File: src/color_stn_map.svh
/*
 * register offsets, field positions, reset values and panel timing counts
 * for the passive colour panel timing block.
 * assumes: included by bare name; pixel-clock figures in whole Ts units.
 */
`ifndef COLOR_STN_MAP_SVH
`define COLOR_STN_MAP_SVH

// ==========================================================
// register offsets (byte addresses on the plain port)
`define CSTN_ADDR_AC_RATE 8'h31
`define CSTN_ADDR_HDISP 8'h32
`define CSTN_ADDR_BLANK 8'h34
`define CSTN_ADDR_VDISP_LO 8'h38
`define CSTN_ADDR_VDISP_HI 8'h39
`define CSTN_ADDR_MODE 8'h40
`define CSTN_ADDR_STATUS 8'h41

// ==========================================================
// reset values
`define CSTN_RST_AC_RATE 8'h00
`define CSTN_RST_HDISP 8'h00
`define CSTN_RST_BLANK 8'h00
`define CSTN_RST_VDISP_LO 8'h00
`define CSTN_RST_VDISP_HI 8'h00
`define CSTN_RST_MODE 8'h00

// ==========================================================
// field positions
`define CSTN_MODE_ENABLE_BIT 0
`define CSTN_MODE_EIGHT_BIT 1
`define CSTN_MODE_DEEP_BIT 2
`define CSTN_STAT_DISP_BIT 0
`define CSTN_STAT_LINE_BIT 1
`define CSTN_STAT_FRAME_BIT 2

// ==========================================================
// timing, in pixel-clock periods (Ts); CSTN_SHIFT8_LOAD_H in half Ts, CSTN_HALF_DIV_DEFAULT in sys_clk
`define CSTN_HALVES_PER_TS 2
`define CSTN_HALF_DIV_DEFAULT 1
`define CSTN_LINE_WIDTH_TS 11
`define CSTN_FRAME_HOLD_TS 12
`define CSTN_AC_BASE_TS 3
`define CSTN_SHIFT4_RISE_TS 19
`define CSTN_SHIFT4_RISE16_TS 17
`define CSTN_SHIFT8_RISE_TS 18
`define CSTN_SHIFT8_RISE16_TS 16
`define CSTN_SHIFT4_TAIL_TS 3
`define CSTN_SHIFT8_LOAD_H 2

`endif

File: src/color_stn_pkg.sv
/*
 * types shared by the colour panel timing block and its register file.
 * assumes: color_stn_map.svh sits in the same folder.
 */
`include "color_stn_map.svh"

package color_stn_pkg;

	// ==========================================================
	// panel modes
	typedef enum logic [0:0] {
		MODE_COLOR4 = 1'b0,
		MODE_COLOR8F1 = 1'b1
	} panel_mode_type;

	// ==========================================================
	// register file state
	typedef struct packed {
		logic [7:0] acRate;
		logic [7:0] hDisp;
		logic [7:0] blank;
		logic [7:0] vDispLo;
		logic [7:0] vDispHi;
		logic [7:0] modeCtrl;
		logic [7:0] rdData;
	} regs_state_type;

	// ==========================================================
	// timing generator state
	typedef struct packed {
		logic [7:0] divCnt;
		logic fresh;
		logic [11:0] hCnt;
		logic [10:0] vCnt;
		logic frame;
		logic line;
		logic pShift;
		logic sShift;
		logic [7:0] data;
		logic ac;
		logic take;
	} timing_state_type;

endpackage

File: src/panel_cfg_if.sv
/*
 * configuration and status carried between register file and timing core.
 * assumes: both ends run on sys_clk.
 */
`timescale 1ns/100ps

interface panel_cfg_if;
	logic [6:0] hDispField; // horizontal display, units of 8 Ts, minus one
	logic [4:0] hBlankField; // horizontal blank, units of 8 Ts, minus one
	logic [5:0] vBlankField; // vertical blank lines minus one
	logic [9:0] vDispField; // vertical display lines minus one
	logic [6:0] acDelayField; // ac-drive delay field
	logic [5:0] acRateField; // zero selects the short ac-drive delay
	logic enable; // timing runs
	color_stn_pkg::panel_mode_type mode; // 4-bit or 8-bit format 1
	logic deepColor; // 15/16 bpp offsets
	logic displayActive; // current line lies in vertical display
	logic lineBusy; // line pulse high
	logic frameBusy; // frame pulse high

	modport regs (
		output hDispField, hBlankField, vBlankField, vDispField,
		output acDelayField, acRateField, enable, mode, deepColor,
		input displayActive, lineBusy, frameBusy
	);

	modport timing (
		input hDispField, hBlankField, vBlankField, vDispField,
		input acDelayField, acRateField, enable, mode, deepColor,
		output displayActive, lineBusy, frameBusy
	);
endinterface // panel_cfg_if

File: src/color_stn_panel_timing.sv
/*
 * timing generator for passive colour panels: 4-bit colour and 8-bit
 * colour format 1. makes frame, line, shift clocks, pixel data, ac drive.
 * assumes: pixel source on sys_clk answers pixelTake within one Ts;
 * register file reached over the plain strobe port.
 */
//
// Functional notes
// vertical display lines are field plus one
// vertical blank lines are field plus one
// horizontal display is (field plus one) times 8
// horizontal blank is (field plus one) times 8
// line period is display plus blank
// frame rises line period minus 12 early
// frame holds 12; line pulse 11 wide
// ac drive toggles 3 or programmed delay
// 4-bit shift clock period one Ts
// 4-bit data on upper lines, centred
// 4-bit first fall 19.5 or 17.5
// 4-bit last fall before line rise
// 4-bit last fall before line fall
// first shift rise 19/17 or 18/16
// 8-bit two shift clocks, period four
// 8-bit data on eight lines, centred
// 8-bit first events at 20 or 18
// 8-bit secondary last fall before line
// 8-bit primary last edges counted back
// count in Ts using half-period steps
// frame marks first vertical display line
`timescale 1ns/100ps
`include "color_stn_map.svh"

module color_stn_panel_timing #(
	parameter int HALF_DIV = `CSTN_HALF_DIV_DEFAULT // sys_clk per half Ts
) (
	input wire logic sys_clk,
	input wire logic sys_rst,
	input wire logic [7:0] regAddr,
	input wire logic [7:0] regWrData,
	input wire logic regWrite,
	input wire logic regRead,
	output logic [7:0] regRdData,
	input wire logic [7:0] pixelIn,
	output logic pixelTake,
	output logic framePulse,
	output logic linePulse,
	output logic primaryShiftClock,
	output logic secondaryShiftClock,
	output logic [7:0] panelPixelData,
	output logic acDriveOutput
);

	// ==========================================================
	// constants in half-Ts steps; DIV_LAST in sys_clk cycles
	localparam logic [11:0] HALVES = 12'(`CSTN_HALVES_PER_TS);
	localparam logic [11:0] LINE_W_H = 12'(`CSTN_LINE_WIDTH_TS * HALVES);
	localparam logic [11:0] FRAME_H = 12'(`CSTN_FRAME_HOLD_TS * HALVES);
	localparam logic [11:0] AC_BASE_H = 12'(`CSTN_AC_BASE_TS * HALVES);
	localparam logic [11:0] S4_H = 12'(`CSTN_SHIFT4_RISE_TS * HALVES);
	localparam logic [11:0] S4D_H = 12'(`CSTN_SHIFT4_RISE16_TS * HALVES);
	localparam logic [11:0] S8_H = 12'(`CSTN_SHIFT8_RISE_TS * HALVES);
	localparam logic [11:0] S8D_H = 12'(`CSTN_SHIFT8_RISE16_TS * HALVES);
	localparam logic [11:0] TAIL4_H = 12'(`CSTN_SHIFT4_TAIL_TS * HALVES);
	localparam logic [2:0] LOAD8_H = 3'(`CSTN_SHIFT8_LOAD_H);
	localparam logic [7:0] DIV_LAST = 8'(HALF_DIV - 1);

	// ==========================================================
	// register file and shared configuration
	panel_cfg_if cfg (); // configuration and status carrier

	panel_regs regs (
		.sys_clk(sys_clk),
		.sys_rst(sys_rst),
		.regAddr(regAddr),
		.regWrData(regWrData),
		.regWrite(regWrite),
		.regRead(regRead),
		.regRdData(regRdData),
		.cfg(cfg.regs)
	);

	color_stn_pkg::timing_state_type st_r; // registered state
	color_stn_pkg::timing_state_type st_nxt; // next state

	// ==========================================================
	// derived periods; hdpH, hndpH, lineH, acDelayH and startH in half-Ts steps
	logic [7:0] hDispP1; // display width in units of 8 Ts
	logic [5:0] hBlankP1; // blank width in units of 8 Ts
	logic [11:0] hdpH; // horizontal display period
	logic [11:0] hndpH; // horizontal blank period
	logic [11:0] lineH; // whole line period
	logic [10:0] vDispP1; // display lines
	logic [6:0] vBlankP1; // blank lines
	logic [10:0] vTotal; // lines per frame
	logic [7:0] acP1; // ac delay in units of 8 Ts
	logic [11:0] acDelayH; // ac-drive delay after line fall
	logic [11:0] startH; // first primary shift rise
	logic [11:0] shiftPos; // position inside the shift window
	logic halfEn; // one-cycle enable per half Ts
	logic lineEnd; // last half step of the line
	logic vDisplay; // current line is a display line
	logic afterStart; // past the first shift rise
	logic win4; // 4-bit shift window
	logic win8; // 8-bit shift window
	logic load4; // 4-bit pixel load point
	logic load8; // 8-bit pixel load point

	// display period times 8
	assign hDispP1 = {1'b0, cfg.hDispField} + 8'h01;
	assign hdpH = {hDispP1, 4'h0};
	// blank period times 8
	assign hBlankP1 = {1'b0, cfg.hBlankField} + 6'h01;
	assign hndpH = {2'h0, hBlankP1, 4'h0};
	// line period sum
	assign lineH = hdpH + hndpH;
	// display lines plus one
	assign vDispP1 = {1'b0, cfg.vDispField} + 11'h001;
	// blank lines plus one
	assign vBlankP1 = {1'b0, cfg.vBlankField} + 7'h01;
	assign vTotal = vDispP1 + {4'h0, vBlankP1};

	// short or programmed delay
	assign acP1 = {1'b0, cfg.acDelayField} + 8'h01;
	assign acDelayH = (cfg.acRateField == 6'h00) ? AC_BASE_H :
		({acP1, 4'h0} + AC_BASE_H);

	// half-Ts enable divider
	assign halfEn = (st_r.divCnt == DIV_LAST);
	assign lineEnd = (st_r.hCnt >= (lineH - 12'h001));
	assign vDisplay = (st_r.vCnt < vDispP1);

	// first shift rise per mode and depth
	always_comb begin
		startH = S4_H;
		case (cfg.mode)
			color_stn_pkg::MODE_COLOR4: startH = cfg.deepColor ? S4D_H : S4_H;
			color_stn_pkg::MODE_COLOR8F1: begin
				startH = cfg.deepColor ? S8D_H : S8_H;
			end
			default: startH = S4_H;
		endcase
	end

	assign afterStart = (st_r.hCnt >= startH);
	assign shiftPos = st_r.hCnt - startH;

	// 4-bit window ends hdpH minus TAIL4_H past the first rise
	// last rise sits three Ts short of display, last fall half a Ts later
	assign win4 = vDisplay && afterStart &&
		(shiftPos <= (hdpH - TAIL4_H));
	// secondary window closes at display end
	// primary last fall one event earlier
	assign win8 = vDisplay && afterStart && (shiftPos < hdpH);
	// load on each rising half
	assign load4 = win4 && !shiftPos[0];
	// load one Ts before each primary fall
	assign load8 = win8 && (shiftPos[2:0] == LOAD8_H);

	// ==========================================================
	// next-state logic: divider, counters and registered panel pins
	always_comb begin
		st_nxt = st_r;
		st_nxt.take = 1'b0;
		// divider free runs; wraps on its last count
		st_nxt.divCnt = halfEn ? 8'h00 : (st_r.divCnt + 8'h01);
		// marks the first sys_clk after the counters moved
		st_nxt.fresh = halfEn;
		if (!cfg.enable) begin
			// idle panel: everything parked low
			st_nxt.hCnt = 12'h000;
			st_nxt.vCnt = 11'h000;
			st_nxt.frame = 1'b0;
			st_nxt.line = 1'b0;
			st_nxt.pShift = 1'b0;
			st_nxt.sShift = 1'b0;
			st_nxt.data = 8'h00;
			st_nxt.ac = 1'b0;
		end else begin
			if (halfEn) begin
				// line counter wrap
				if (lineEnd) begin
					st_nxt.hCnt = 12'h000;
					// counts past the frame end restart at line zero
					if (st_r.vCnt >= (vTotal - 11'h001)) begin
						st_nxt.vCnt = 11'h000;
					end else begin
						st_nxt.vCnt = st_r.vCnt + 11'h001;
					end
				end else begin
					st_nxt.hCnt = st_r.hCnt + 12'h001;
				end
			end
			// line pulse eleven Ts wide
			st_nxt.line = (st_r.hCnt >= (lineH - LINE_W_H));
			// frame rises on the last blank line
			// frame ends inside display line zero
			st_nxt.frame =
				((st_r.vCnt == (vTotal - 11'h001)) &&
				(st_r.hCnt >= FRAME_H)) ||
				((st_r.vCnt == 11'h000) && (st_r.hCnt < FRAME_H));
			// ac drive toggles once per line when acDelayH lies below lineH
			if (st_r.fresh && (st_r.hCnt == acDelayH)) begin
				st_nxt.ac = !st_r.ac;
			end
			case (cfg.mode)
				color_stn_pkg::MODE_COLOR4: begin
					// high on even half, low on odd half
					// first fall half a Ts after the rise
					st_nxt.pShift = win4 && !shiftPos[0];
					st_nxt.sShift = 1'b0;
					if (st_r.fresh && load4) begin
						// nibble on the upper four lines
						st_nxt.data = {pixelIn[3:0], 4'h0};
						st_nxt.take = 1'b1;
					end
				end
				color_stn_pkg::MODE_COLOR8F1: begin
					// primary high two Ts, secondary opposite
					// first event four halves after start
					st_nxt.pShift = win8 && !shiftPos[2];
					st_nxt.sShift = win8 && shiftPos[2];
					if (st_r.fresh && load8) begin
						// full byte on all eight lines
						st_nxt.data = pixelIn;
						st_nxt.take = 1'b1;
					end
				end
				default: begin
					st_nxt.pShift = 1'b0;
					st_nxt.sShift = 1'b0;
				end
			endcase
		end
	end

	// ==========================================================
	// state register; every panel pin leaves straight from here
	always_ff @(posedge sys_clk or posedge sys_rst) begin
		if (sys_rst) begin
			st_r <= '0;
		end else begin
			st_r <= st_nxt;
		end
	end

	// ==========================================================
	// pins and status
	assign framePulse = st_r.frame;
	assign linePulse = st_r.line;
	assign primaryShiftClock = st_r.pShift;
	assign secondaryShiftClock = st_r.sShift;
	assign panelPixelData = st_r.data;
	assign acDriveOutput = st_r.ac;
	assign pixelTake = st_r.take;
	// status read back through the register file
	assign cfg.displayActive = vDisplay && cfg.enable;
	assign cfg.lineBusy = st_r.line;
	assign cfg.frameBusy = st_r.frame;

endmodule // color_stn_panel_timing

File: src/panel_regs.sv
/*
 * register file for the colour panel timing block on a plain strobe port.
 * assumes: one-cycle strobes, never both at once; read data the next cycle.
 */
`timescale 1ns/100ps
`include "color_stn_map.svh"

module panel_regs (
	input wire logic sys_clk,
	input wire logic sys_rst,
	input wire logic [7:0] regAddr,
	input wire logic [7:0] regWrData,
	input wire logic regWrite,
	input wire logic regRead,
	output logic [7:0] regRdData,
	panel_cfg_if.regs cfg
);

	color_stn_pkg::regs_state_type st_r; // registered state
	color_stn_pkg::regs_state_type st_nxt; // next state

	// ==========================================================
	// write decode and read mux; unmapped reads give zero
	always_comb begin
		st_nxt = st_r;
		st_nxt.rdData = 8'h00;
		if (regWrite) begin
			case (regAddr)
				`CSTN_ADDR_AC_RATE: st_nxt.acRate = regWrData;
				`CSTN_ADDR_HDISP: st_nxt.hDisp = regWrData;
				`CSTN_ADDR_BLANK: st_nxt.blank = regWrData;
				`CSTN_ADDR_VDISP_LO: st_nxt.vDispLo = regWrData;
				`CSTN_ADDR_VDISP_HI: st_nxt.vDispHi = regWrData;
				`CSTN_ADDR_MODE: st_nxt.modeCtrl = regWrData;
				default: st_nxt.acRate = st_r.acRate;
			endcase
		end
		if (regRead) begin
			case (regAddr)
				`CSTN_ADDR_AC_RATE: st_nxt.rdData = {2'h0, st_r.acRate[5:0]};
				`CSTN_ADDR_HDISP: st_nxt.rdData = {1'h0, st_r.hDisp[6:0]};
				`CSTN_ADDR_BLANK: st_nxt.rdData = st_r.blank;
				`CSTN_ADDR_VDISP_LO: st_nxt.rdData = st_r.vDispLo;
				`CSTN_ADDR_VDISP_HI: st_nxt.rdData = {6'h00, st_r.vDispHi[1:0]};
				`CSTN_ADDR_MODE: st_nxt.rdData = {5'h00, st_r.modeCtrl[2:0]};
				`CSTN_ADDR_STATUS: begin
					st_nxt.rdData[`CSTN_STAT_DISP_BIT] = cfg.displayActive;
					st_nxt.rdData[`CSTN_STAT_LINE_BIT] = cfg.lineBusy;
					st_nxt.rdData[`CSTN_STAT_FRAME_BIT] = cfg.frameBusy;
				end
				default: st_nxt.rdData = 8'h00;
			endcase
		end
	end

	// ==========================================================
	// state register
	always_ff @(posedge sys_clk or posedge sys_rst) begin
		if (sys_rst) begin
			st_r.acRate <= `CSTN_RST_AC_RATE;
			st_r.hDisp <= `CSTN_RST_HDISP;
			st_r.blank <= `CSTN_RST_BLANK;
			st_r.vDispLo <= `CSTN_RST_VDISP_LO;
			st_r.vDispHi <= `CSTN_RST_VDISP_HI;
			st_r.modeCtrl <= `CSTN_RST_MODE;
			st_r.rdData <= 8'h00;
		end else begin
			st_r <= st_nxt;
		end
	end

	// ==========================================================
	// fields toward the timing core
	// vertical display field join
	assign cfg.vDispField = {st_r.vDispHi[1:0], st_r.vDispLo};
	// vertical blank field
	assign cfg.vBlankField = st_r.blank[5:0];
	// horizontal display field
	assign cfg.hDispField = st_r.hDisp[6:0];
	// horizontal blank field
	assign cfg.hBlankField = st_r.blank[4:0];
	assign cfg.acDelayField = st_r.blank[6:0];
	assign cfg.acRateField = st_r.acRate[5:0];
	assign cfg.enable = st_r.modeCtrl[`CSTN_MODE_ENABLE_BIT];
	assign cfg.mode = color_stn_pkg::panel_mode_type'(
		st_r.modeCtrl[`CSTN_MODE_EIGHT_BIT]);
	assign cfg.deepColor = st_r.modeCtrl[`CSTN_MODE_DEEP_BIT];
	assign regRdData = st_r.rdData;

endmodule // panel_regs

File: config.mk
export PLATFORM = sky130hd
export DESIGN_NAME = color_stn_panel_timing
export DESIGN_NICKNAME = d
export VERILOG_FILES = /design/src/color_stn_pkg.sv /design/src/panel_cfg_if.sv /design/src/color_stn_panel_timing.sv /design/src/panel_regs.sv
export VERILOG_INCLUDE_DIRS = /design/src
export SDC_FILE = /design/constraint.sdc
export NUM_CORES = 1
export LEC_CHECK = 0
export ABC_CLOCK_PERIOD_IN_PS = 11900
export BUFFER_PORTS_ARGS = -buffer_cell sky130_fd_sc_hd__buf_4
export CAP_MARGIN = 20
export CORE_ASPECT_RATIO = 0.9
export CORE_MARGIN = 2
export CORE_UTILIZATION = 55
export CTS_CLUSTER_DIAMETER = 80
export CTS_CLUSTER_SIZE = 8
export DETAILED_ROUTE_END_ITERATION = 16
export PLACE_DENSITY = 0.74
export RECOVER_POWER = 25
export SYNTH_ARGS = -nofsm -noshare
export SYNTH_HDL_FRONTEND = slang
export SYNTH_SLANG_ARGS = --single-unit
File: constraint.sdc
create_clock -name sys_clk -period 11.9 [get_ports sys_clk]
set_input_delay 0.595 -clock sys_clk [delete_from_list [all_inputs] [get_ports sys_clk]]
set_output_delay 0.595 -clock sys_clk [all_outputs]
set_load 0.1 [all_outputs]
==> Yosys cells after proc, flatten, opt, wreduce, memory -nomap -nowiden <==
Cells that the tools add are included.
{ "totals": {"output_inout_bits": 22, "input_bits": 28, "ff_bits": 88} }
{ "classes": {"n_eq_ne": 15, "n_mux": 21, "order_cmp": 9, "bitwise_logic": 1, "n_reduce_logical": 28, "addsub": 16} }
{ "op_table": {"columns": ["cell", "count"], "rows": [
  ["== test 8 x 6 -> 1 bit, second input constant", 5],
  [">= comparator 12 bit", 3],
  ["2-to-1 mux 36 bit", 1],
  ["2-to-1 mux 8 bit", 4],
  ["2-to-1 mux 12 bit", 2],
  ["case mux 12 bit (2 select lines)", 1],
  ["2-to-1 mux 23 bit", 1],
  ["2-to-1 mux 11 bit", 2],
  ["case mux 3 bit (7 select lines)", 1],
  ["case mux 10 bit (2 select lines)", 1],
  ["case mux 5 bit (4 select lines)", 1],
  ["adder 7 x 1 -> 8 bit, second input constant", 2],
  ["== test 8 x 7 -> 1 bit, second input constant", 2],
  ["AND reduction 2 bit", 8],
  ["logical AND 1 bit", 13],
  ["adder 12 x 1 -> 12 bit, second input constant", 1],
  ["adder 12 x 10 -> 12 bit", 1],
  ["adder 12 x 3 -> 12 bit, second input constant", 1],
  ["== test 12 bit", 1],
  [">= comparator 12 x 5 -> 1 bit, second input constant", 1],
  ["<= comparator 12 bit", 1],
  ["< comparator 12 bit", 1],
  ["< comparator 12 x 5 -> 1 bit, second input constant", 1],
  ["subtractor 12 x 1 -> 12 bit, second input constant", 1],
  ["other kinds (25)", 34]
]} }

==> Longest topological paths before layout <==
Gate-level depths: netlist of run 1.
{ "depth": {"ltp_word": 10, "ltp_mapped": 20, "depth_no_buf": 19} }

==> Modules after synthesis <==
Synthesis of run 1 repeated with hierarchy kept, for this count alone.
{ "hier_totals": {"hier_cells": 849, "area_unflattened_um2": 7771.2} }
{ "by_module_without_submodules": {"columns": ["mod", "seq_area_each_um2", "area_per_inst_um2", "cells_each", "instances"], "rows": [
  ["color_stn_panel_timing", 1151.1, 5387.7, 637, 1],
  ["panel_regs", 1051.0, 2383.5, 212, 1]
]} }

==> Least setup slack after synthesis of run 1 <==
Ideal clock, no wire load.
{ "synth_path": {"path_kind": "reg-to-reg", "start": "register regs.st_r (netlist bit regs.cfg.hDispField[0])", "end": "register st_r[23] (netlist bit)", "setup_time_ps": 137, "required_time_ps": 11763, "path_buffers": 1, "stages_incl_launch_ff": 20, "arrival_time_ps": 4147, "setup_slack_ps": 7616, "cell_sequence": "dfrtp_1 ha_1 xor2_1 ha_1 nor2b_1 o21ai_0 nor2b_1 xor2_1 or3b_4 a21oi_1 xnor2_1 ha_1 a21o_1 a21oi_1 nor3b_1 a211oi_2 buf_6 nor3b_2 a21oi_1 o22ai_2"} }
{ "synth_via": {"elab_chain_len": 6} }
{ "synth_lines": {"columns": ["item", "line", "rtl"], "rows": [
  ["from (decl)", "panel_regs.sv:19", "color_stn_pkg::regs_state_type st_r;"],
  ["from (signal assigned)", "panel_regs.sv:68", "st_r <= st_nxt;"],
  ["adder 7 x 1 -> 8 bit", "color_stn_panel_timing.sv:109", "assign hDispP1 = {1'b0, cfg.hDispField} + 8'h01;"],
  ["adder 12 x 10 -> 12 bit", "color_stn_panel_timing.sv:115", "assign lineH = hdpH + hndpH;"],
  ["subtractor 12 x 1 -> 12 bit", "color_stn_panel_timing.sv:129", "assign lineEnd = (st_r.hCnt >= (lineH - 12'h001));"],
  [">= comparator 12 bit", "color_stn_panel_timing.sv:129", null],
  ["!= test 2 bit (no line)", null, null],
  ["AND reduction 2 bit (no line)", null, null],
  ["to (signal assigned)", "color_stn_panel_timing.sv:242", "st_r <= st_nxt;"],
  ["to (decl)", "color_stn_panel_timing.sv:82", "color_stn_pkg::timing_state_type st_r;"]
]} }
Every way passes these cells.
A chain may end at the register's enable or synchronous reset.

==> Worst setup path after layout of run 1 <==
{ "layout_path": {"start": "register regs.st_r (netlist bit regs.cfg.hDispField[0])", "end": "register st_r[25] (netlist bit)"} }
{ "layout_via": {"elab_chain_len": 7} }
{ "layout_lines": {"columns": ["item", "line", "rtl"], "rows": [
  ["adder 7 x 1 -> 8 bit", "color_stn_panel_timing.sv:109", null],
  ["adder 12 x 10 -> 12 bit", "color_stn_panel_timing.sv:115", null],
  ["subtractor 12 x 1 -> 12 bit", "color_stn_panel_timing.sv:129", null],
  [">= comparator 12 bit", "color_stn_panel_timing.sv:129", null],
  ["2-to-1 mux 12 bit", "color_stn_panel_timing.sv:181", "if (lineEnd) begin"],
  ["2-to-1 mux 23 bit", "color_stn_panel_timing.sv:179", "if (halfEn) begin"],
  ["2-to-1 mux 36 bit", "color_stn_panel_timing.sv:168", "if (!cfg.enable) begin"]
]} }
Every way passes these cells. The select of a mux whose other input is x is not followed.

==> qor.csv, run 1 <==
stage,metric,value,unit
grt,grt_overflow,0,
worst_setup_path,arrival,5380,ps
pwr,p_switching,0.233,mW
clock_tree,cts_buffers,9,
place,dpl.hpwl,13900,um
timing,fmax,196,MHz
floorplanning,die_x,125,um
place,place_area,7620,um^2
pwr,switching_share,31.1,%
worst_setup_path,cpPeakStageDelay,640,ps
grt,grt_start_max_net_pins,89,
clock_tree,clk_pin_slew,70,ps
synthesis,synthCells,775,
final_layout,nets,918,
final_layout,antenna_cells,0,
final_layout,seqCellArea,2200,um^2
routing,drtPass1Iterations,5,
pwr,leakagePower,3.62,nW
timing,min_period,5110,ps
timing,hold_viol_final,0,
pwr,peakVddDrop,85.9,uV
clock_tree,clock_latency,360,ps
synthesis,synthArstFlopShare,100,%
status,violations,"capacitance limit, slew limit",
synthesis,netlist_top_cells_area,"dfrtp_1 30%, ha_1 14%, mux2_2 6.1%",
timing,rsz0062_at_grt,no,
synthesis,synth.top_cell.area_share,30.4,%
routing,drc,0,
floorplanning,core_area,12800,um^2
grt,grt_pass1_vias,5958,
final_layout,final_util,62.1,%
routing,vias,6118,
worst_setup_path,crit_chain,ha_1 -> xor2_1 -> ha_1 -> nor2b_1 -> o21ai_0 -> nor2b_1 -> xor2_1 -> or3b_4 -> a21oi_1 -> xnor2_1 -> ha_1 -> a21o_1 -> a21oi_1 -> nand2_1 -> a211oi_1 -> o21ai_0 -> o21ai_0,
synthesis,synth_edf_count,0,
clock_tree,holdBufCountCts,0,
timing,min_period_over_period,42.9,%
final_layout,multi_input_area,4650,um^2
synthesis,synth_top_area_cell,dfrtp_1,
worst_setup_path,worstSetupStartpointType,flop,
routing,drt_iter0_markers,443,
grt,track_usage,26.6,%
floorplanning,rows,39,
floorplanning,die_area,14100,um^2
routing,via_per_inst,6.27,
floorplanning,start_util,56.8,%
synthesis,syn-cell-area,7260,um^2
final_layout,num-fill-cells,1074,
timing,setup_violations,0,
final_layout,synthToLayoutAreaGrowth,9.47,%
routing,wl_per_cell,18.9,um
grt,antenna_found_initial,0,
pwr,power.share.clock,38.7,%
final_layout,final_cells,976,
worst_setup_path,crit_slowest_cell,a211oi_1,
routing,wirelength,18500,um
min_path,hp-class,input pin to flop,
timing,finClkSkew,9.39,ps
final_layout,final_cell_mix,"88 x dfrtp_1, 80 x ha_1, 52 x nand2_1",
pwr,combPwrFrac,19.2,%
timing,slew_viol_final,67,
final_layout,design_area,7940,um^2
place,portBuffers,49,
worst_setup_path,crit_type,flop to flop,
worst_setup_path,cp.required,12170,ps
synthesis,seq_area_frac_synth,30.4,%
clock_tree,htree_levels,3,
timing,slew_headroom,-138,%
clock_tree,clock_path_buffers,2,
status,status,"complete, but fails checks",
synthesis,ys_seq_elements,88,
run,cap_violations,1,
clock_tree,numClockSinks,88,
clock_tree,cts_setup_buffers,0,
place,gp_congestion,0.978,
synthesis,yosysUniqueCellTypes,79,
grt,grt_pass1_wl,30500,um
final_layout,drive_gt1_share,16.4,%
timing,tightest_slew,3570,ps
final_layout,mostFrequentLayoutCell,dfrtp_1,
pwr,finalPower,0.750,mW
synthesis,syn_nets,886,
worst_setup_path,cp-end-kind,flop,
synthesis,synthFlopType,dfrtp_1,
worst_setup_path,path_max_fanout,8,
clock_tree,clock-root-buffer,clkbuf_16,
timing,fin_tns_setup,0,ps
synthesis,ys_warn_count,0,
floorplanning,die_y,113,um
pwr,powerDensity,94.4,nW/um^2
routing,drtAntennaViolNets,0,
pwr,intPower,0.517,mW
place,dp.cells,958,
synthesis,synth_area_per_cell,9.36,um^2
clock_tree,cts_resized,0,
floorplanning,io_pins,50,
clock_tree,cts_tree,yes,
pwr,seqPwrFrac,42.1,%
-- worst paths after layout --
path / start / to / slack (ps) / cells past startpoint
min in group asynchronous: sys_rst / regs.cfg.vDispField[3]$_DFFE_PP0P_ / 610 / 3
worst min register to register: st_r[45]$_DFF_PP0_ / st_r[45]$_DFF_PP0_ / 490 / 1
worst max register to register: regs.cfg.hDispField[0]$_DFFE_PP0P_ / st_r[25]$_DFFE_PP0P_ / 6790 / 17
max in group asynchronous: sys_rst / secondaryShiftClock$_DFF_PP0_ / 7320 / 4
worst min-delay path: regWrData[7] / regs.cfg.vDispField[7]$_DFFE_PP0P_ / 480 / 2
worst max-delay path: regs.cfg.hDispField[0]$_DFFE_PP0P_ / st_r[25]$_DFFE_PP0P_ / 6790 / 17
-- per-stage QoR --
step | worst slack, ps | hold slack [ps]
after floorplan | 7620 | 447
after global placement | 6790 | 468
after detailed placement | 6560 | 477
after CTS | 6540 | 477
after global routing | 6320 | 480
final | 6790 | 479
-- routing by layer --
| layer | track usage (%) | wire length, um | up-vias |
|---|---|---|---|
| met3 | 4.87 | 1350 | 30 |
| met2 | 43.0 | 8640 | 254 |
| met4 | 9.78 | 459 | 0 |
| met1 | 35.9 | 8000 | 2964 |
| met5 | 0 | 0 | - |
| li1 | - | - | 2870 |
-- Yosys cell counts, types with 18 or more instances --
cell type / instances
xnor2_1: 35
nor2_1: 42
ha_1: 80
o21ai_0: 37
inv_1: 48
nand3_1: 38
dfrtp_1: 88
xor2_1: 32
buf_4: 18
a21oi_1: 42
nand2_1: 52
mux2_2: 39
-- logic make-up after synthesis --
kind of cell	after synthesis	synth area share [%]
buffers and inverters	82	5.59
multiplexers	40	6.19
adder cells (fa/ha/maj)	83	14.6
AND/OR/NAND/NOR	241	18.0
XOR/XNOR	72	9.52
flip-flops	88	30.4
AO/OA/AOI/OAI	169	15.7
-- registers in the layout, summed over array words and instances (netlist names), 6 cells and up --
| name | cells |
|---|---|
| regs.cfg.hDispField | 7 |
| st_r | 32 |
| regs.cfg.acDelayField | 7 |
| regs.regRdData | 8 |
| panelPixelData | 8 |
| regs.cfg.acRateField | 6 |
| regs.cfg.vDispField | 10 |
-- power by group through the flow --
stage | combinational [mW] | clock (mW) | sequential, mW
2_1_floorplan | 0.104 | 0 | 0.318
3_3_place_gp | 0.135 | 0 | 0.321
3_5_place_dp | 0.141 | 0 | 0.322
4_1_cts | 0.143 | 0.295 | 0.316
5_1_grt | 0.160 | 0.311 | 0.317
6_report | 0.144 | 0.290 | 0.316
-- critical path, delay by kind of cell, from the launching register on --
| kind | cells | cell delay (ps) |
|---|---|---|
| flip-flops | 1 | 490 |
| adder cells (fa/ha/maj) | 3 | 850 |
| XOR/XNOR | 3 | 690 |
| AO/OA/AOI/OAI | 7 | 1940 |
| AND/OR/NAND/NOR | 4 | 1050 |
-- cell type report --
cell class | instances | area share, %
multi-input combinational | 605 | 58.5
sequential | 88 | 27.7
timing repair buffer | 52 | 4.87
clock buffer | 9 | 2.84
tap | 164 | 2.58
inverter | 51 | 2.44
clock inverter | 7 | 1.02
Power figures use the tool's default switching activity.
==> run 2, diff against run 1 <==
--- a/config.mk
+++ b/config.mk
@@ -6,7 +6,8 @@
 export SDC_FILE = /design/constraint.sdc
 export NUM_CORES = 1
 export LEC_CHECK = 0
-export ABC_CLOCK_PERIOD_IN_PS = 11900
+export ABC_AREA = 1
+export ABC_CLOCK_PERIOD_IN_PS = 5190
 export BUFFER_PORTS_ARGS = -buffer_cell sky130_fd_sc_hd__buf_4
 export CAP_MARGIN = 20
 export CORE_ASPECT_RATIO = 0.9
@@ -15,7 +16,7 @@
 export CTS_CLUSTER_DIAMETER = 80
 export CTS_CLUSTER_SIZE = 8
 export DETAILED_ROUTE_END_ITERATION = 16
-export PLACE_DENSITY = 0.74
+export PLACE_DENSITY = 0.73
 export RECOVER_POWER = 25
 export SYNTH_ARGS = -nofsm -noshare
 export SYNTH_HDL_FRONTEND = slang
==> constraint.sdc (replaced) <==
create_clock -name sys_clk -period 5.19 [get_ports sys_clk]
set_input_delay 0.2595 -clock sys_clk [delete_from_list [all_inputs] [get_ports sys_clk]]
set_output_delay 0.2595 -clock sys_clk [all_outputs]
set_load 0.1 [all_outputs]
==> run 2 against run 1 <==
Clock-buffer cell count unchanged. Flip-flop and latch count stayed put. Critical path type unchanged. Cell area is 3.9% higher. The flow now finishes without violations.
==> qor.csv, run 2 <==
stage,metric,value,unit,change
synthesis,netlist_top_cells_area,"dfrtp_1 29%, ha_1 13%, nand2_1 12%",,"was dfrtp_1 30%, ha_1 14%, mux2_2 6.1%"
pwr,peakVddDrop,287,uV,was 85.9 uV
floorplanning,die_x,128,um,was 125 um
final_layout,synthToLayoutAreaGrowth,8.24,%,was 9.47%
clock_tree,numClockSinks,88,,unchanged
synthesis,synth-simple-area-share,31.7,%,was 18.0%
final_layout,nets,1213,,was 918
synthesis,yosysMostFrequentCell,nand2_1,,was dfrtp_1
clock_tree,clk_pin_slew,70,ps,about the same
final_layout,largest_register_ffs,32,,unchanged
routing,drtAntennaViolNets,0,,unchanged
synthesis,synthArstFlopShare,100,%,unchanged
synthesis,synth-xor-area-share,5.61,%,was 9.52%
timing,tightest_slew,1190,ps,was 3570 ps
worst_setup_path,cp.required,5450,ps,"was 12,170 ps"
worst_setup_path,arrival,4710,ps,was 5380 ps
final_layout,final_cell_mix,"251 x nand2_1, 143 x inv_1, 112 x nor2_1",,"was 88 x dfrtp_1, 80 x ha_1, 52 x nand2_1"
grt,grt_overflow,0,,unchanged
floorplanning,start_util,56.6,%,was 56.8%
worst_setup_path,path_max_fanout,29,,was 8
synthesis,synth_area_per_cell,7.10,um^2,was 9.36 um^2
place,place_area,8000,um^2,was 7620 um^2
timing,fin_tns_setup,0,ps,unchanged
pwr,finalPower,1.79,mW,was 0.750 mW
clock_tree,cts_tree,yes,,unchanged
floorplanning,die_y,116,um,was 113 um
place,dpl.hpwl,15000,um,"was 13,900 um"
final_layout,final_cells,1274,,was 976
synthesis,synth_top_family_by_area,simple AND/OR/NAND/NOR gates,,unchanged
timing,hold_viol_final,0,,unchanged
timing,min_period_over_period,85.8,%,was 42.9%
clock_tree,clock_path_buffers,2,,unchanged
floorplanning,rows,40,,was 39
min_path,hold_depth,3,,was 2
final_layout,design_area,8250,um^2,was 7940 um^2
clock_tree,cts_buffers,9,,unchanged
place,portBuffers,49,,unchanged
worst_setup_path,crit_type,flop to flop,,unchanged
pwr,leakagePower,4.12,nW,was 3.62 nW
grt,grt_pass1_vias,6419,,"was 5,958"
synthesis,synthFlopType,dfrtp_1,,unchanged
floorplanning,io_pins,50,,unchanged
grt,grt_pass1_wl,31600,um,"was 30,500 um"
place,dp_slack,773,ps,was 6560 ps
grt,antenna_found_initial,0,,unchanged
place,gp_congestion,0.932,,was 0.978
final_layout,top_register,st_r,,unchanged
synthesis,synth_common_cells,"251 x nand2_1, 144 x inv_1, 112 x nor2_1",,"was 88 x dfrtp_1, 80 x ha_1, 52 x nand2_1"
run,cap_violations,0,,was 1
synthesis,synth_compound_area_share,9.42,%,was 15.7%
synthesis,syn_nets,1185,,was 886
place,dp.cells,1258,,was 958
clock_tree,clock_latency,350,ps,was 360 ps
final_layout,antenna_cells,0,,unchanged
status,status,completed,,"was complete, but fails checks"
synthesis,synthMuxAreaShare,0,%,was 6.19%
timing,fmax,225,MHz,was 196 MHz
timing,setup_violations,0,,unchanged
min_path,hp-class,input pin to flop,,unchanged
routing,via_per_inst,5.46,,was 6.27
synthesis,ys_seq_elements,88,,unchanged
routing,vias,6960,,"was 6,118"
final_layout,mostFrequentLayoutCell,nand2_1,,was dfrtp_1
synthesis,synth_top_area_cell,dfrtp_1,,unchanged
timing,slew_headroom,21.1,%,was -138%
routing,wirelength,18900,um,"was 18,500 um"
timing,rsz0062_at_grt,no,,unchanged
final_layout,drive_gt1_share,7.96,%,was 16.4%
timing,timing.hold.ws,169,ps,was 479 ps
worst_setup_path,ff2ff_path_depth,24,,was 17
routing,drt_iter0_markers,486,,was 443
clock_tree,clock-root-buffer,clkbuf_16,,unchanged
synthesis,synth_adder_area_share,13.9,%,was 14.6%
timing,finClkSkew,10.5,ps,was 9.39 ps
worst_setup_path,worstSetupStartpointType,flop,,unchanged
clock_tree,htree_levels,3,,unchanged
grt,track_usage,27.1,%,was 26.6%
pwr,powerDensity,217,nW/um^2,was 94.4 nW/um^2
worst_setup_path,cp-end-kind,flop,,unchanged
final_layout,final_util,61.3,%,was 62.1%
worst_setup_path,r2r_slack,740,ps,was 6790 ps
synthesis,syn-cell-area,7620,um^2,was 7260 um^2
routing,drc,0,,unchanged
synthesis,seq_area_frac_synth,28.9,%,was 30.4%
synthesis,yosysUniqueCellTypes,49,,was 79
timing,min_period,4450,ps,was 5110 ps
routing,wl_per_cell,14.8,um,was 18.9 um
synthesis,synthCells,1074,,was 775
synthesis,synth.top_cell.area_share,28.9,%,was 30.4%
timing,setup_slack,739,ps,was 6790 ps
grt,grt_start_max_net_pins,71,,was 89
synthesis,ys_warn_count,0,,unchanged
timing,slew_viol_final,0,,was 67
floorplanning,die_area,14800,um^2,"was 14,100 um^2"
floorplanning,core_area,13500,um^2,"was 12,800 um^2"
synthesis,synth_edf_count,0,,unchanged
routing,drtPass1Iterations,5,,unchanged
-- run 2: changes by cell type after synthesis, sizes merged, moves of 26 or more --
cell	delta
nand4	+26
mux2	-39
xnor2	-26
nand3	+42
inv	+103
nor2	+74
nand2	+213
-- run 2: what timing repair did --
item / in CTS / in global routing
endpoints found under the setup margin: 0 / 0
resized for setup: 0 / 0
hold buffers: 1 / 0
endpoints found under the hold margin: 18 / 0
buffers inserted: 0 / 0
-- run 2: critical path: stages (launching register included) --
cell,delay [ps]
dfrtp_1,450
ha_1,310
xor2_1,290
ha_1,340
nand2_1,80
nand2_1,50
a31oi_1,230
inv_1,90
nand2_1,100
nand2_2,80
nor2_2,150
nand3_1,140
nor2_1,150
nand2_1,60
nand2_1,60
nand2_1,50
ha_1,290
nand2_1,70
nor2_1,140
nand3_1,80
nand4_1,110
nand2_1,120
inv_1,640
nand3_1,170
o21ai_0,120
-- run 2: logic make-up after synthesis --
family / Yosys count
DFF: 88
adders and majority gates: 83
and+or+nand+nor: 538
buffers and inverters: 188
AOI/OAI and AO/OA: 129
xor gates and xnor gates: 48
-- run 2: final timing paths --
path                                                 end                                from
hold / removal             panelPixelData[0]$_DFFE_PP0P_                          pixelIn[0]
hold reg to reg                       st_r[38]$_DFF_PP0_                  st_r[38]$_DFF_PP0_
max in group asynchronous           st_r[26]$_DFFE_PP0P_                             sys_rst
min in group asynchronous    regs.regRdData[5]$_DFF_PP0_                             sys_rst
setup / recovery                    st_r[14]$_DFFE_PP0P_  regs.cfg.hDispField[0]$_DFFE_PP0P_
setup reg to reg                    st_r[14]$_DFFE_PP0P_  regs.cfg.hDispField[0]$_DFFE_PP0P_
-- run 2: cell type report --
class / count / area (um^2)
clock buffers: 9 / 225
clock inverters: 6 / 92.6
fillers: 1251 / 5210
inverters: 152 / 574
multi-input cells: 798 / 4630
flip-flops and latches: 88 / 2200
well taps: 168 / 210
repair buffers: 53 / 322
-- run 2: per-layer routing --
layer  GRT usage [%]  part of all wire (%)
met1            39.7                    50
met2            41.4                    42
met3            5.12                   6.8
met4            7.03                   1.4
met5               0                     0
-- run 2: power breakdown --
| group | internal [mW] | switching (mW) |
|---|---|---|
| Sequential | 0.700 | 0.0217 |
| Clock | 0.421 | 0.275 |
| Combinational | 0.132 | 0.240 |
==> run 3, diff against run 2 <==
--- a/config.mk
+++ b/config.mk
@@ -7,7 +7,7 @@
 export NUM_CORES = 1
 export LEC_CHECK = 0
 export ABC_AREA = 1
-export ABC_CLOCK_PERIOD_IN_PS = 5190
+export ABC_CLOCK_PERIOD_IN_PS = 3900
 export BUFFER_PORTS_ARGS = -buffer_cell sky130_fd_sc_hd__buf_4
 export CAP_MARGIN = 20
 export CORE_ASPECT_RATIO = 0.9
@@ -16,7 +16,9 @@
 export CTS_CLUSTER_DIAMETER = 80
 export CTS_CLUSTER_SIZE = 8
 export DETAILED_ROUTE_END_ITERATION = 16
-export PLACE_DENSITY = 0.73
+export GPL_ROUTABILITY_DRIVEN = 0
+export GPL_TIMING_DRIVEN = 0
+export PLACE_DENSITY = 0.76
 export RECOVER_POWER = 25
 export SYNTH_ARGS = -nofsm -noshare
 export SYNTH_HDL_FRONTEND = slang
==> constraint.sdc (replaced) <==
create_clock -name sys_clk -period 3.9 [get_ports sys_clk]
set_input_delay 0.195 -clock sys_clk [delete_from_list [all_inputs] [get_ports sys_clk]]
set_output_delay 0.195 -clock sys_clk [all_outputs]
set_load 0.1 [all_outputs]
==> run 3 against run 2 <==
The run now ends with capacitance limit, slew limit left. Power up 42%. Sequential power up 33%. Critical path depth up 3. Utilization up 7.6 points. Wire length up 13%. Flip-flop and latch count unchanged. Non-clock buffer count up 68. Critical path type unchanged. Largest cell class unchanged.
==> qor.csv, run 3 (synthesis results as in run 2) <==
stage,metric,value,unit,change
status,status,"complete, but fails checks",,was completed
status,violations,"capacitance limit, slew limit",,
timing,min_period_over_period,98.1,%,was 85.8%
final_layout,design_area,9280,um^2,was 8250 um^2
worst_setup_path,worstSetupStartpointType,flop,,unchanged
final_layout,antenna_cells,0,,unchanged
timing,timing.hold.ws,117,ps,was 169 ps
timing,hold_viol_final,0,,unchanged
routing,met3_wirelength,1680,um,was 1280 um
timing,tightest_slew,1540,ps,was 1190 ps
place,portBuffers,49,,unchanged
timing,slew_headroom,-2.44,%,was 21.1%
place,dpl.hpwl,15500,um,"was 15,000 um"
worst_setup_path,path_max_fanout,5,,was 29
clock_tree,htree_levels,3,,unchanged
routing,met2_length,9740,um,was 7990 um
routing,drc,0,,unchanged
clock_tree,clock_latency,350,ps,about the same
worst_setup_path,cp-end-kind,flop,,unchanged
grt,track_usage,28.3,%,was 27.1%
run,cap_violations,1,,was 0
final_layout,drive_gt1_share,20.4,%,was 7.96%
worst_setup_path,cp.required,4170,ps,was 5450 ps
timing,rsz0062_at_grt,yes,,was no
timing,fmax,261,MHz,was 225 MHz
routing,wl_per_cell,15.9,um,was 14.8 um
routing,drtPass1Iterations,5,,unchanged
final_layout,final_cell_mix,"236 x nand2_1, 130 x inv_1, 105 x nor2_1",,"was 251 x nand2_1, 143 x inv_1, 112 x nor2_1"
grt,grt_pass1_wl,33300,um,"was 31,600 um"
clock_tree,cts_tree,yes,,unchanged
clock_tree,cts_buffers,9,,unchanged
pwr,leakagePower,4.56,nW,was 4.12 nW
clock_tree,clock-root-buffer,clkbuf_16,,unchanged
timing,fin_tns_setup,0,ps,unchanged
floorplanning,die_y,116,um,unchanged
final_layout,final_util,68.9,%,was 61.3%
final_layout,largest_register_ffs,32,,unchanged
grt,grt_start_max_net_pins,62,,was 71
clock_tree,numClockSinks,88,,unchanged
floorplanning,start_util,56.6,%,unchanged
pwr,powerDensity,273,nW/um^2,was 217 nW/um^2
routing,drt_iter0_markers,638,,was 486
floorplanning,die_x,128,um,unchanged
final_layout,synthToLayoutAreaGrowth,21.7,%,was 8.24%
grt,grt_pass1_vias,6837,,"was 6,419"
floorplanning,die_area,14800,um^2,unchanged
min_path,hp-class,input pin to flop,,unchanged
routing,wirelength,21400,um,"was 18,900 um"
routing,vias,7610,,"was 6,960"
routing,wl_met1,9470,um,was 9360 um
routing,highest_layer,met4,,unchanged
floorplanning,core_area,13500,um^2,unchanged
timing,finClkSkew,11.5,ps,was 10.5 ps
routing,drtAntennaViolNets,0,,unchanged
timing,setup_slack,72.8,ps,was 739 ps
worst_setup_path,crit_type,flop to flop,,unchanged
timing,min_period,3830,ps,was 4450 ps
timing,setup_violations,0,,unchanged
final_layout,nets,1281,,"was 1,213"
final_layout,top_register,st_r,,unchanged
pwr,peakVddDrop,340,uV,was 287 uV
place,dp_slack,-520,ps,was 773 ps
floorplanning,rows,40,,unchanged
floorplanning,io_pins,50,,unchanged
final_layout,num-fill-cells,1115,,"was 1,251"
grt,grt_overflow,0,,unchanged
clock_tree,clk_pin_slew,70,ps,about the same
clock_tree,clock_path_buffers,2,,unchanged
final_layout,mostFrequentLayoutCell,nand2_1,,unchanged
worst_setup_path,arrival,4100,ps,was 4710 ps
timing,slew_viol_final,62,,was 0
place,place_area,8230,um^2,was 8000 um^2
grt,antenna_found_initial,0,,unchanged
routing,via_per_inst,5.67,,was 5.46
run 3: layer usage:
layer  up-vias  global-route usage, %
met5         -                      0
met4         0                   8.94
met3        41                   5.17
met2       336                   44.5
met1      3525                   39.9
li1       3708                      -
run 3: path summary, 6_finish.rpt:
| check | startpoint | to | slack [ps] | cells after the start |
|---|---|---|---|---|
| min reg2reg | st_r[42]$_DFF_PP0_ | st_r[42]$_DFF_PP0_ | 490 | 1 |
| min in group asynchronous | sys_rst | regs.cfg.acRateField[5]$_DFFE_PP0P_ | 670 | 3 |
| max in group asynchronous | sys_rst | regs.cfg.acDelayField[0]$_DFFE_PP0P_ | 1090 | 4 |
| min | pixelIn[0] | panelPixelData[0]$_DFFE_PP0P_ | 120 | 3 |
| max reg2reg | regs.cfg.hDispField[0]$_DFFE_PP0P_ | st_r[30]$_DFFE_PP0P_ | 70 | 27 |
| max | regs.cfg.hDispField[0]$_DFFE_PP0P_ | st_r[30]$_DFFE_PP0P_ | 70 | 27 |
run 3: layout make-up:
class                   count  area [um^2]  share of cell area (%)
well taps                 168          210                    2.26
multi-input cells         798         5030                    54.2
flip-flops and latches     88         2210                    23.8
clock buffers              11          253                    2.72
inverters                 152          593                    6.39
clock inverters             5         63.8                   0.688
repair buffers             85          681                    7.33
plain buffers              36          244                    2.63
run 3: worst max-delay path: stages, from the launching register on:
cell and delay [ps]:
dfrtp_2 440, buf_6 130, nand4_1 110, or2_1 260
nor2_1 130, inv_2 50, nand2_2 80, inv_2 60
ha_4 290, inv_4 40, nor2_4 80, nand2_1 80
nand2_1 80, inv_1 60, nand3_1 120, nand2_2 100
nand3_1 110, nand2_2 70, ha_4 250, nand2_2 70
nor2_2 40, a211oi_2 210, nand4_1 180, nand2_2 160
inv_4 70, buf_8 140, buf_8 130, a211oi_2 190
run 3: report_power, final:
group	switching (mW)	total (mW)	internal, mW
sequential	0.0277	0.959	0.931
clock	0.385	0.922	0.537
combinational	0.392	0.653	0.261
run 3: per-stage QoR:
step | cells | power (mW)
finish | 1343 | 2.53
global route | 1343 | 2.65
CTS | 1316 | 2.42
detailed placement | 1292 | 1.48
global placement | 1291 | 1.47
floorplan | 1074 | 1.34
run 3: what timing repair did:
action,4_1_cts,5_1_grt
cloned,0,2
hold endpoints to repair,27,0
resized for setup,25,87
setup endpoints to repair,23,32
hold buffers,1,0
pin swaps,7,39
buffers inserted,7,25
